$ cat src/hdl/bfb_pkg.sv
// Purpose: Shared constants and types for the burst flash bus bridge.
// Assumes: One 250 MHz clock (4 ns), synchronous active-high reset.
// Notes: Cycle numbers count from the cycle after the address strobe is seen.
package bfb_pkg;
	// Default burst counter width; four beats per burst
	localparam int CNT_W_DEF = 2;
	// Register bus geometry
	localparam int AXI_AW = 4;
	localparam int AXI_DW = 32;
	localparam logic [AXI_AW-1:0] REG_CTRL = 4'h0;
	localparam logic [AXI_AW-1:0] REG_STATUS = 4'h4;
	// Control fields
	localparam int CTRL_OPT_BIT = 0;
	localparam int CTRL_NOLAST_BIT = 1;
	localparam logic [1:0] CTRL_RST = 2'h0;
	// Status fields
	localparam int STAT_BUSY_BIT = 0;
	localparam int STAT_MODE_BIT = 1;
	localparam int STAT_CNT_LSB = 8;
	// Bus responses
	localparam logic [1:0] RESP_OKAY = 2'h0;
	localparam logic [1:0] RESP_SLVERR = 2'h2;
	// Read schedule, in cycles after the strobe
	localparam int N_SEL = 1;
	localparam int N_FIRST_RD = 2;
	localparam int N_OE = 4;
	localparam int N_INIT_INC = 3;
	localparam int N_INIT_RDY = 7;
	localparam int N_INIT_TAIL = 4;
	localparam int N_OPT_INC = 2;
	localparam int N_OPT_RDY = 5;
	// Controller states
	typedef enum logic [2:0]
	{
		BFB_IDLE,
		BFB_SEL,
		BFB_RD,
		BFB_WSEL,
		BFB_WPULSE,
		BFB_WDONE
	} bfb_state_t;
endpackage : bfb_pkg

$ cat src/hdl/bfb_flash_bridge.sv
// Purpose: Burst bus to synchronous flash bridge with an AXI4-Lite control port.
// Assumes: Processor and flash pins arrive asynchronously and are resynchronised.
// Notes: Control register picks slow or fast read timing; status shows activity.
`timescale 1ns/1ps

// Notes on behaviour
// - Counter loads low address bits at start.
// - Address-valid strobe asserted right after read start.
// - Flash not selected: abandon, back to idle.
// - Slow mode: strobe gaps on even cycles.
// - Slow mode: counter advances at 3, 5, 7.
// - Output enable asserted from cycle four.
// - Slow mode: first data valid cycle seven.
// - Slow mode: ready at 7, 9, 11, 12.
// - Last-beat sampled: end read, go idle.
// - Fast mode: strobe held, counter at 2-4.
// - Fast mode: ready at 5, 6, 7, 8.
// - Writes hold captured address throughout.
// - No last-beat: length from low address.
// - Counter width parameter allows eight beats.
// - After reset, slow read timing is used.
// - Reset: state idle, counts zero, pins and syncs high.
module bfb_flash_bridge
#(
	parameter int CNT_W = bfb_pkg::CNT_W_DEF
)
(
	// Clock and reset
	input wire logic sys_clk,
	input wire logic reset,
	// Processor burst bus
	input wire logic addr_strobe_n,
	input wire logic write_not_read,
	input wire logic last_beat_n,
	input wire logic [CNT_W-1:0] low_burst_addr_bits,
	output logic ready_return_n,
	// Flash side
	input wire logic flash_select_n,
	output logic addr_valid_strobe_n,
	output logic flash_oe_n,
	output logic flash_we_n,
	output logic [CNT_W-1:0] burst_count,
	// AXI4-Lite slave
	input wire logic [bfb_pkg::AXI_AW-1:0] s_axi_awaddr,
	input wire logic s_axi_awvalid,
	output logic s_axi_awready,
	input wire logic [bfb_pkg::AXI_DW-1:0] s_axi_wdata,
	input wire logic [3:0] s_axi_wstrb,
	input wire logic s_axi_wvalid,
	output logic s_axi_wready,
	output logic [1:0] s_axi_bresp,
	output logic s_axi_bvalid,
	input wire logic s_axi_bready,
	input wire logic [bfb_pkg::AXI_AW-1:0] s_axi_araddr,
	input wire logic s_axi_arvalid,
	output logic s_axi_arready,
	output logic [bfb_pkg::AXI_DW-1:0] s_axi_rdata,
	output logic [1:0] s_axi_rresp,
	output logic s_axi_rvalid,
	input wire logic s_axi_rready
);
	import bfb_pkg::*;

	localparam int BEATS = 1 << CNT_W;
	localparam int CYC_W = $clog2(2 * BEATS + N_INIT_TAIL + 2);
	localparam int SW = CNT_W + 4;
	localparam logic [CYC_W-1:0] C_SEL = CYC_W'(N_SEL);
	localparam logic [CYC_W-1:0] C_FIRST = CYC_W'(N_FIRST_RD);
	localparam logic [CYC_W-1:0] C_OE = CYC_W'(N_OE);
	localparam logic [CYC_W-1:0] C_IINC = CYC_W'(N_INIT_INC);
	localparam logic [CYC_W-1:0] C_IINC_END = CYC_W'(2 * BEATS - 1);
	localparam logic [CYC_W-1:0] C_IRDY = CYC_W'(N_INIT_RDY);
	localparam logic [CYC_W-1:0] C_IRDY_LAST = CYC_W'(2 * BEATS + N_INIT_TAIL);
	localparam logic [CYC_W-1:0] C_OINC = CYC_W'(N_OPT_INC);
	localparam logic [CYC_W-1:0] C_OINC_END = CYC_W'(BEATS);
	localparam logic [CYC_W-1:0] C_ORDY = CYC_W'(N_OPT_RDY);
	localparam logic [CYC_W-1:0] C_ORDY_END = CYC_W'(BEATS + N_OPT_RDY - 1);
	localparam logic [CNT_W:0] BEATS_V = (CNT_W+1)'(BEATS);

	bfb_state_t state_q, state_d;
	logic [SW-1:0] meta_q, sync_q;
	logic strobe_prev_q;
	logic [CYC_W-1:0] cyc_q, cyc_d;
	logic [CNT_W-1:0] count_q, count_d;
	logic [CNT_W:0] beat_q, total_q;
	logic mode_q, nolast_q;
	logic adv_n_q, oe_n_q, we_n_q, rdy_n_q;
	logic [1:0] ctrl_q;
	logic aw_have_q, w_have_q, awready_q, wready_q, bvalid_q, arready_q, rvalid_q;
	logic [AXI_AW-1:0] aw_addr_q;
	logic [AXI_DW-1:0] wdata_q, rdata_q;
	logic [3:0] wstrb_q;
	logic [1:0] bresp_q, rresp_q;

	// Resynchronised pins; only the second stage is read by logic
	wire strobe_n_s = sync_q[0];
	wire wnr_s = sync_q[1];
	wire last_n_s = sync_q[2];
	wire sel_n_s = sync_q[3];
	wire [CNT_W-1:0] addr_s = sync_q[SW-1:4];

	// Start decode on the strobe's falling edge, since the slow bus holds it many cycles
	wire idle = (state_q == BFB_IDLE);
	wire strobe_fall = strobe_prev_q & ~strobe_n_s;
	wire rd_start = idle & strobe_fall & ~wnr_s;
	wire wr_start = idle & strobe_fall & wnr_s;
	wire load = rd_start | wr_start;
	wire opt_d = rd_start ? ctrl_q[CTRL_OPT_BIT] : mode_q;
	wire nolast_d = load ? ctrl_q[CTRL_NOLAST_BIT] : nolast_q;
	wire last_seen = ~last_n_s & ~nolast_q;
	wire final_beat = (beat_q == total_q - (CNT_W+1)'(1));
	wire rd_end = (state_q == BFB_RD) & ~rdy_n_q & (last_seen | final_beat);
	wire wr_end = ~last_n_s | nolast_q;

	// Next state of the read and write sequencer
	always_comb
	begin
		state_d = state_q;
		cyc_d = cyc_q + CYC_W'(1);
		case (state_q)
			BFB_IDLE:
			begin
				cyc_d = '0;
				if (rd_start)
				begin
					state_d = BFB_SEL;
					cyc_d = C_SEL;
				end
				else if (wr_start)
					state_d = BFB_WSEL;
			end
			BFB_SEL:
				state_d = sel_n_s ? BFB_IDLE : BFB_RD;
			BFB_RD:
				if (rd_end)
					state_d = BFB_IDLE;
			BFB_WSEL:
				state_d = sel_n_s ? BFB_IDLE : BFB_WPULSE;
			BFB_WPULSE:
				state_d = BFB_WDONE;
			BFB_WDONE:
				state_d = wr_end ? BFB_IDLE : BFB_WPULSE;
			default:
				state_d = BFB_IDLE;
		endcase
	end

	// Pin levels for the coming cycle, so every pin leaves a flop
	wire rd_nx = (state_d == BFB_RD);
	wire odd_nx = cyc_d[0];
	wire init_acc = rd_nx & odd_nx & (cyc_d >= C_IINC) & (cyc_d <= C_IINC_END);
	wire opt_inc = rd_nx & (cyc_d >= C_OINC) & (cyc_d <= C_OINC_END);
	wire adv_act = (state_d == BFB_SEL) | (opt_d ? rd_nx : init_acc);
	wire inc = opt_d ? opt_inc : init_acc;
	wire oe_act = rd_nx & (cyc_d >= C_OE);
	wire init_rdy = (cyc_d == C_IRDY_LAST) | (odd_nx & (cyc_d >= C_IRDY) & (cyc_d < C_IRDY_LAST));
	wire opt_rdy = (cyc_d >= C_ORDY) & (cyc_d <= C_ORDY_END);
	wire rdy_act = (state_d == BFB_WDONE) | (rd_nx & (opt_d ? opt_rdy : init_rdy));
	wire we_act = (state_d == BFB_WPULSE);

	// Counter loads, wraps by its width, and otherwise holds; writes never step it
	assign count_d = load ? addr_s : (inc ? count_q + CNT_W'(1) : count_q);

	// Pin synchronisers
	always_ff @(posedge sys_clk)
	begin
		if (reset)
		begin
			meta_q <= '1;
			sync_q <= '1;
			strobe_prev_q <= 1'b1;
		end
		else
		begin
			meta_q <= {low_burst_addr_bits, flash_select_n, last_beat_n, write_not_read,
				addr_strobe_n};
			sync_q <= meta_q;
			strobe_prev_q <= strobe_n_s;
		end
	end

	// Sequencer, counter and flash strobes
	always_ff @(posedge sys_clk)
	begin
		if (reset)
		begin
			state_q <= BFB_IDLE;
			cyc_q <= '0;
			count_q <= '0;
			mode_q <= 1'b0;
			nolast_q <= 1'b0;
			adv_n_q <= 1'b1;
			oe_n_q <= 1'b1;
			we_n_q <= 1'b1;
			rdy_n_q <= 1'b1;
		end
		else
		begin
			state_q <= state_d;
			cyc_q <= cyc_d;
			count_q <= count_d;
			mode_q <= opt_d;
			nolast_q <= nolast_d;
			adv_n_q <= ~adv_act;
			oe_n_q <= ~oe_act;
			we_n_q <= ~we_act;
			rdy_n_q <= ~rdy_act;
		end
	end

	// Beat tally; without a last-beat pin the burst runs to the wrap point
	always_ff @(posedge sys_clk)
	begin
		if (reset | idle)
		begin
			beat_q <= '0;
			// Start address trims the burst only when the last-beat pin is ignored
			total_q <= (load & ctrl_q[CTRL_NOLAST_BIT]) ? BEATS_V - {1'b0, addr_s} : BEATS_V;
		end
		else if ((state_q == BFB_RD) & ~rdy_n_q)
			beat_q <= beat_q + (CNT_W+1)'(1);
	end

	assign addr_valid_strobe_n = adv_n_q;
	assign flash_oe_n = oe_n_q;
	assign flash_we_n = we_n_q;
	assign ready_return_n = rdy_n_q;
	assign burst_count = count_q;

	// Register bus decode; unmapped addresses answer with a slave error
	wire [AXI_AW-1:0] aw_word = {aw_addr_q[AXI_AW-1:2], 2'h0};
	wire [AXI_AW-1:0] ar_word = {s_axi_araddr[AXI_AW-1:2], 2'h0};
	wire do_write = aw_have_q & w_have_q & ~bvalid_q;
	wire wr_mapped = (aw_word == REG_CTRL) | (aw_word == REG_STATUS);
	wire ar_take = arready_q & s_axi_arvalid;
	logic [AXI_DW-1:0] status_word;
	always_comb
	begin
		status_word = '0;
		status_word[STAT_BUSY_BIT] = ~idle;
		status_word[STAT_MODE_BIT] = mode_q;
		status_word[STAT_CNT_LSB +: CNT_W] = count_q;
	end
	wire rd_mapped = (ar_word == REG_CTRL) | (ar_word == REG_STATUS);
	wire [AXI_DW-1:0] rd_word = (ar_word == REG_CTRL) ? {30'h0, ctrl_q} :
		(ar_word == REG_STATUS) ? status_word : 32'h0;

	// Write channels are taken in either order, answered once both are held
	always_ff @(posedge sys_clk)
	begin
		if (reset)
		begin
			aw_have_q <= 1'b0;
			w_have_q <= 1'b0;
			awready_q <= 1'b0;
			wready_q <= 1'b0;
			bvalid_q <= 1'b0;
			bresp_q <= RESP_OKAY;
			aw_addr_q <= '0;
			wdata_q <= '0;
			wstrb_q <= '0;
			ctrl_q <= CTRL_RST;
		end
		else
		begin
			if (awready_q & s_axi_awvalid)
			begin
				aw_have_q <= 1'b1;
				aw_addr_q <= s_axi_awaddr;
			end
			if (wready_q & s_axi_wvalid)
			begin
				w_have_q <= 1'b1;
				wdata_q <= s_axi_wdata;
				wstrb_q <= s_axi_wstrb;
			end
			awready_q <= ~(awready_q & s_axi_awvalid) & ~aw_have_q & ~bvalid_q;
			wready_q <= ~(wready_q & s_axi_wvalid) & ~w_have_q & ~bvalid_q;
			if (do_write)
			begin
				aw_have_q <= 1'b0;
				w_have_q <= 1'b0;
				bvalid_q <= 1'b1;
				bresp_q <= wr_mapped ? RESP_OKAY : RESP_SLVERR;
				if ((aw_word == REG_CTRL) & wstrb_q[0])
					ctrl_q <= wdata_q[1:0];
			end
			else if (bvalid_q & s_axi_bready)
				bvalid_q <= 1'b0;
		end
	end

	// Read channel, one outstanding read
	always_ff @(posedge sys_clk)
	begin
		if (reset)
		begin
			arready_q <= 1'b0;
			rvalid_q <= 1'b0;
			rdata_q <= '0;
			rresp_q <= RESP_OKAY;
		end
		else
		begin
			arready_q <= ~ar_take & ~rvalid_q;
			if (ar_take)
			begin
				rvalid_q <= 1'b1;
				rdata_q <= rd_word;
				rresp_q <= rd_mapped ? RESP_OKAY : RESP_SLVERR;
			end
			else if (rvalid_q & s_axi_rready)
				rvalid_q <= 1'b0;
		end
	end

	assign s_axi_awready = awready_q;
	assign s_axi_wready = wready_q;
	assign s_axi_bvalid = bvalid_q;
	assign s_axi_bresp = bresp_q;
	assign s_axi_arready = arready_q;
	assign s_axi_rvalid = rvalid_q;
	assign s_axi_rdata = rdata_q;
	assign s_axi_rresp = rresp_q;

	wire in_rd = (state_q == BFB_RD);
endmodule : bfb_flash_bridge

$ cat config.mk
export PLATFORM = sky130hd
export DESIGN_NAME = bfb_flash_bridge
export DESIGN_NICKNAME = d
export VERILOG_FILES = /design/src/hdl/bfb_pkg.sv /design/src/hdl/bfb_flash_bridge.sv
export SDC_FILE = /design/constraint.sdc
export NUM_CORES = 1
export LEC_CHECK = 0
export ABC_AREA = 1
export ABC_CLOCK_PERIOD_IN_PS = 2100
export BUFFER_PORTS_ARGS = -buffer_cell sky130_fd_sc_hd__buf_4
export CAP_MARGIN = 20
export CORE_UTILIZATION = 49
export CTS_BUF_LIST = sky130_fd_sc_hd__clkbuf_2
export DETAILED_ROUTE_END_ITERATION = 8
export GPL_TIMING_DRIVEN = 1
export PLACE_DENSITY_LB_ADDON = 0.3
export SLEW_MARGIN = 20
export SYNTH_ARGS = -nofsm -noshare
export SYNTH_HDL_FRONTEND = slang
export SYNTH_SLANG_ARGS = --single-unit
export TNS_END_PERCENT = 20
$ cat constraint.sdc
create_clock -name sys_clk -period 2.1 [get_ports sys_clk]
set_input_delay 0.21 -clock sys_clk [delete_from_list [all_inputs] [get_ports sys_clk]]
set_output_delay 0.21 -clock sys_clk [all_outputs]
set_load 0.05 [all_outputs]
==> impl_metrics.ini <==
[outcome]
status = completed

[synth]
synth.top_cell.area_share_pct = 40.90
ys_seq_area_share_pct = 44.51
synth_edf_count = 3
yosysTopAreaCell = dfxtp_1
netlist_area_um2 = 2496
ys_ff_latch = 54
synth.distinct_cells = 32
async_reset_ff_share_pct = 0
syn_inst = 318
synth_area_per_cell_um2 = 7.850
ys.flop_type = dfxtp_1
synthTopCellsByArea = dfxtp_1 (41%), buf_4 (9.0%), nand2_1 (8.7%)
yosys_warnings = 0

[global_route]
grt_remaining_overflow = 0
grt_pass1_vias = 1729
grt_max_degree = 36
grt.total_usage_pct = 17.67
antenna_found_initial = 0
grt_first_pass_wirelength_mm = 7.169

[setup_path]
crit_start = cyc_q[0]
startpoint_type = flop
crit_path_end_kind = flop
cp.arrival_ps = 2210
r2r-start = cyc_q[0]
cp_slowest_stage_delay_ps = 480
critPathRequiredTime_ps = 2500
cp_max_fo = 6
crit_top_cell = nand2_1
crit_type = flop to flop
crit_slowest_cell = dfxtp_1
crit_path_cell_trace = ha_1 -> xor2_1 -> nand2_1 -> nand2_1 -> nand3_2 -> nor2_4 -> nand3_2 -> nand3_2 -> nand2_1 -> nand2_1 -> nor2_1

[placed_design]
dp_hpwl_mm = 3.245
numPortBuffers = 36
gp_congestion = 0.8177

[timing]
fmax_mhz = 554.2
slew_viol_final = 0
setup_viol = 0
finalClockSkew_ps = 37.87
final-hold-violation-count = 0
finalCritPeriodShare_pct = 85.93
rsz0062_at_grt = false
fin_setup_tns_ps = 0
period_needed_ps = 1805

[clock_network]
cts-htree-levels = 2
cts_sinks = 54
numCtsBuffers = 5
clockBufferDepth = 2
clock_latency_ps = 450
clkTransAtPathRegs_ps = 270
cts_tree = yes
clockRootBuffer = clkbuf_2

[routing]
wl_per_cell_um = 10.20
dr.max_layer_used = met4
drc_errors = 0
drtAntennaViolNets = 0
wl_met1_mm = 1.966
routed_wl_mm = 4.448
drtIter0Drc = 79
wl_met2_mm = 2.192
via_count = 2042
firstDrtPassIters = 4
viasPerCell = 4.683
wl_met3_um = 166

[hold_path]
hp-start = s_axi_araddr[2]
hold_path.class = primary input to flop

[floorplanning]
rows = 25
io_pins = 104
start_util_pct = 51.82
die_w_um = 73.38
coreArea_um2 = 4817
die_area_um2 = 5384
die_h_um = 73.38

[flow_run]
cap_violations = 0

[final_layout]
regArea_um2 = 1111
nets = 429
num_antenna_cells = 0
drive_above_1_share_pct = 18.97
fillers = 457
area_delta_synth_final_pct = 15.14
multi_input_area_um2 = 1071

[power_and_ir_drop]
vdd_ir_drop_max_mv = 0.3404
p_per_area_nw_per_um2 = 638.6
leakage_nw = 1.377
total_power_mw = 1.835
-- cells in the mapped netlist (4+ instances only) --
master / count
ha_1: 4
nand4_1: 9
o21ai_0: 12
nand2_1: 58
clkbuf_1: 4
inv_1: 42
a211oi_1: 4
or2_2: 15
nor2_1: 34
nand3_1: 10
a21oi_1: 12
dfxtp_1: 51
buf_4: 30
-- metrics by stage --
stage          setup WS, ps  cells  area (um^2)  util [%]  hold slack (ps)
2_1_floorplan         492.5    347         2605         -            313.8
3_3_place_gp          317.1    415         2705     56.16            394.8
3_5_place_dp          293.8    415         2705     56.16            394.2
4_1_cts               287.7    434         2854     59.25            7.147
5_1_grt               72.50    436         2874     59.66            2.876
6_report              295.5    436         2874     59.66            29.63
-- where the power goes --
group          switching, mW  total, mW  internal, mW  leakage, nW
Combinational          0.254      0.350        0.0957        0.898
Sequential            0.0218       1.10          1.07        0.449
Clock                  0.308      0.390        0.0817       0.0304
-- logic make-up (layout without fill, tap and decap cells) --
kind of cell	Yosys count	count (layout)	share of synthesized area (%)
xor+xnor	2	2	0.7019
fa+ha+maj	4	4	2.005
other cells	1	30	0.1502
flops	54	54	44.51
simple gates	140	140	27.02
buf+inv	80	102	16.94
compound gates	37	37	8.672
-- flip-flops by register name (all words and copies together), names as in the netlist, 2 cells and up --
register / count
total_q: 3
state_q: 3
wdata_q: 2
burst_count: 2
s_axi_rdata: 4
sync_q: 6
cyc_q: 4
ctrl_q: 2
meta_q: 6
aw_addr_q: 2
beat_q: 3
-- worst paths after layout --
path              cells after the start  slack (ps)        endpoint
setup reg to reg                     11         300  burst_count[0]
setup / recovery                     11         300  burst_count[0]
hold reg to reg                       1         430       sync_q[3]
hold / removal                        4          30  s_axi_rdata[0]
-- metal layers --
metal | vias up | GRT usage [%]
met5 | - | 0
met4 | 0 | 8.547
met3 | 15 | 4.938
met2 | 58 | 29.63
met1 | 922 | 20.82
li1 | 1047 | -
-- placed cells by master (no fill, tap or decap), types with 12 or more instances in the layout --
cell type and n:
nand2_1 58, dfxtp_1 51, inv_1 42, buf_4 36, nor2_1 34, conb_1 30
or2_2 15, dlygate4sd3_1 13, o21ai_0 12, a21oi_1 12
-- final cells by class --
| class | count | area share (%) |
|---|---|---|
| Inverter | 45 | 5.877 |
| Clock inverter | 2 | 0.3047 |
| Multi-Input combinational cell | 213 | 37.27 |
| Clock buffer | 6 | 1.045 |
| Timing Repair Buffer | 49 | 13.93 |
| Tap cell | 67 | 2.917 |
| Sequential cell | 54 | 38.66 |
-- worst max-delay path, delay by kind of cell, from the launching register on --
family        cells  cell delay, ps
xor+xnor          1             260
simple gates      9             860
fa+ha+maj         1             190
flops             1             480
-- what timing repair did --
| item | 4_1_cts | 5_1_grt |
|---|---|---|
| buffers inserted | 0 | 0 |
| gates resized for setup | 0 | 0 |
| hold endpoints to repair | 11 | 2 |
| hold buffers | 11 | 2 |
Power figures use the tool's default switching activity.
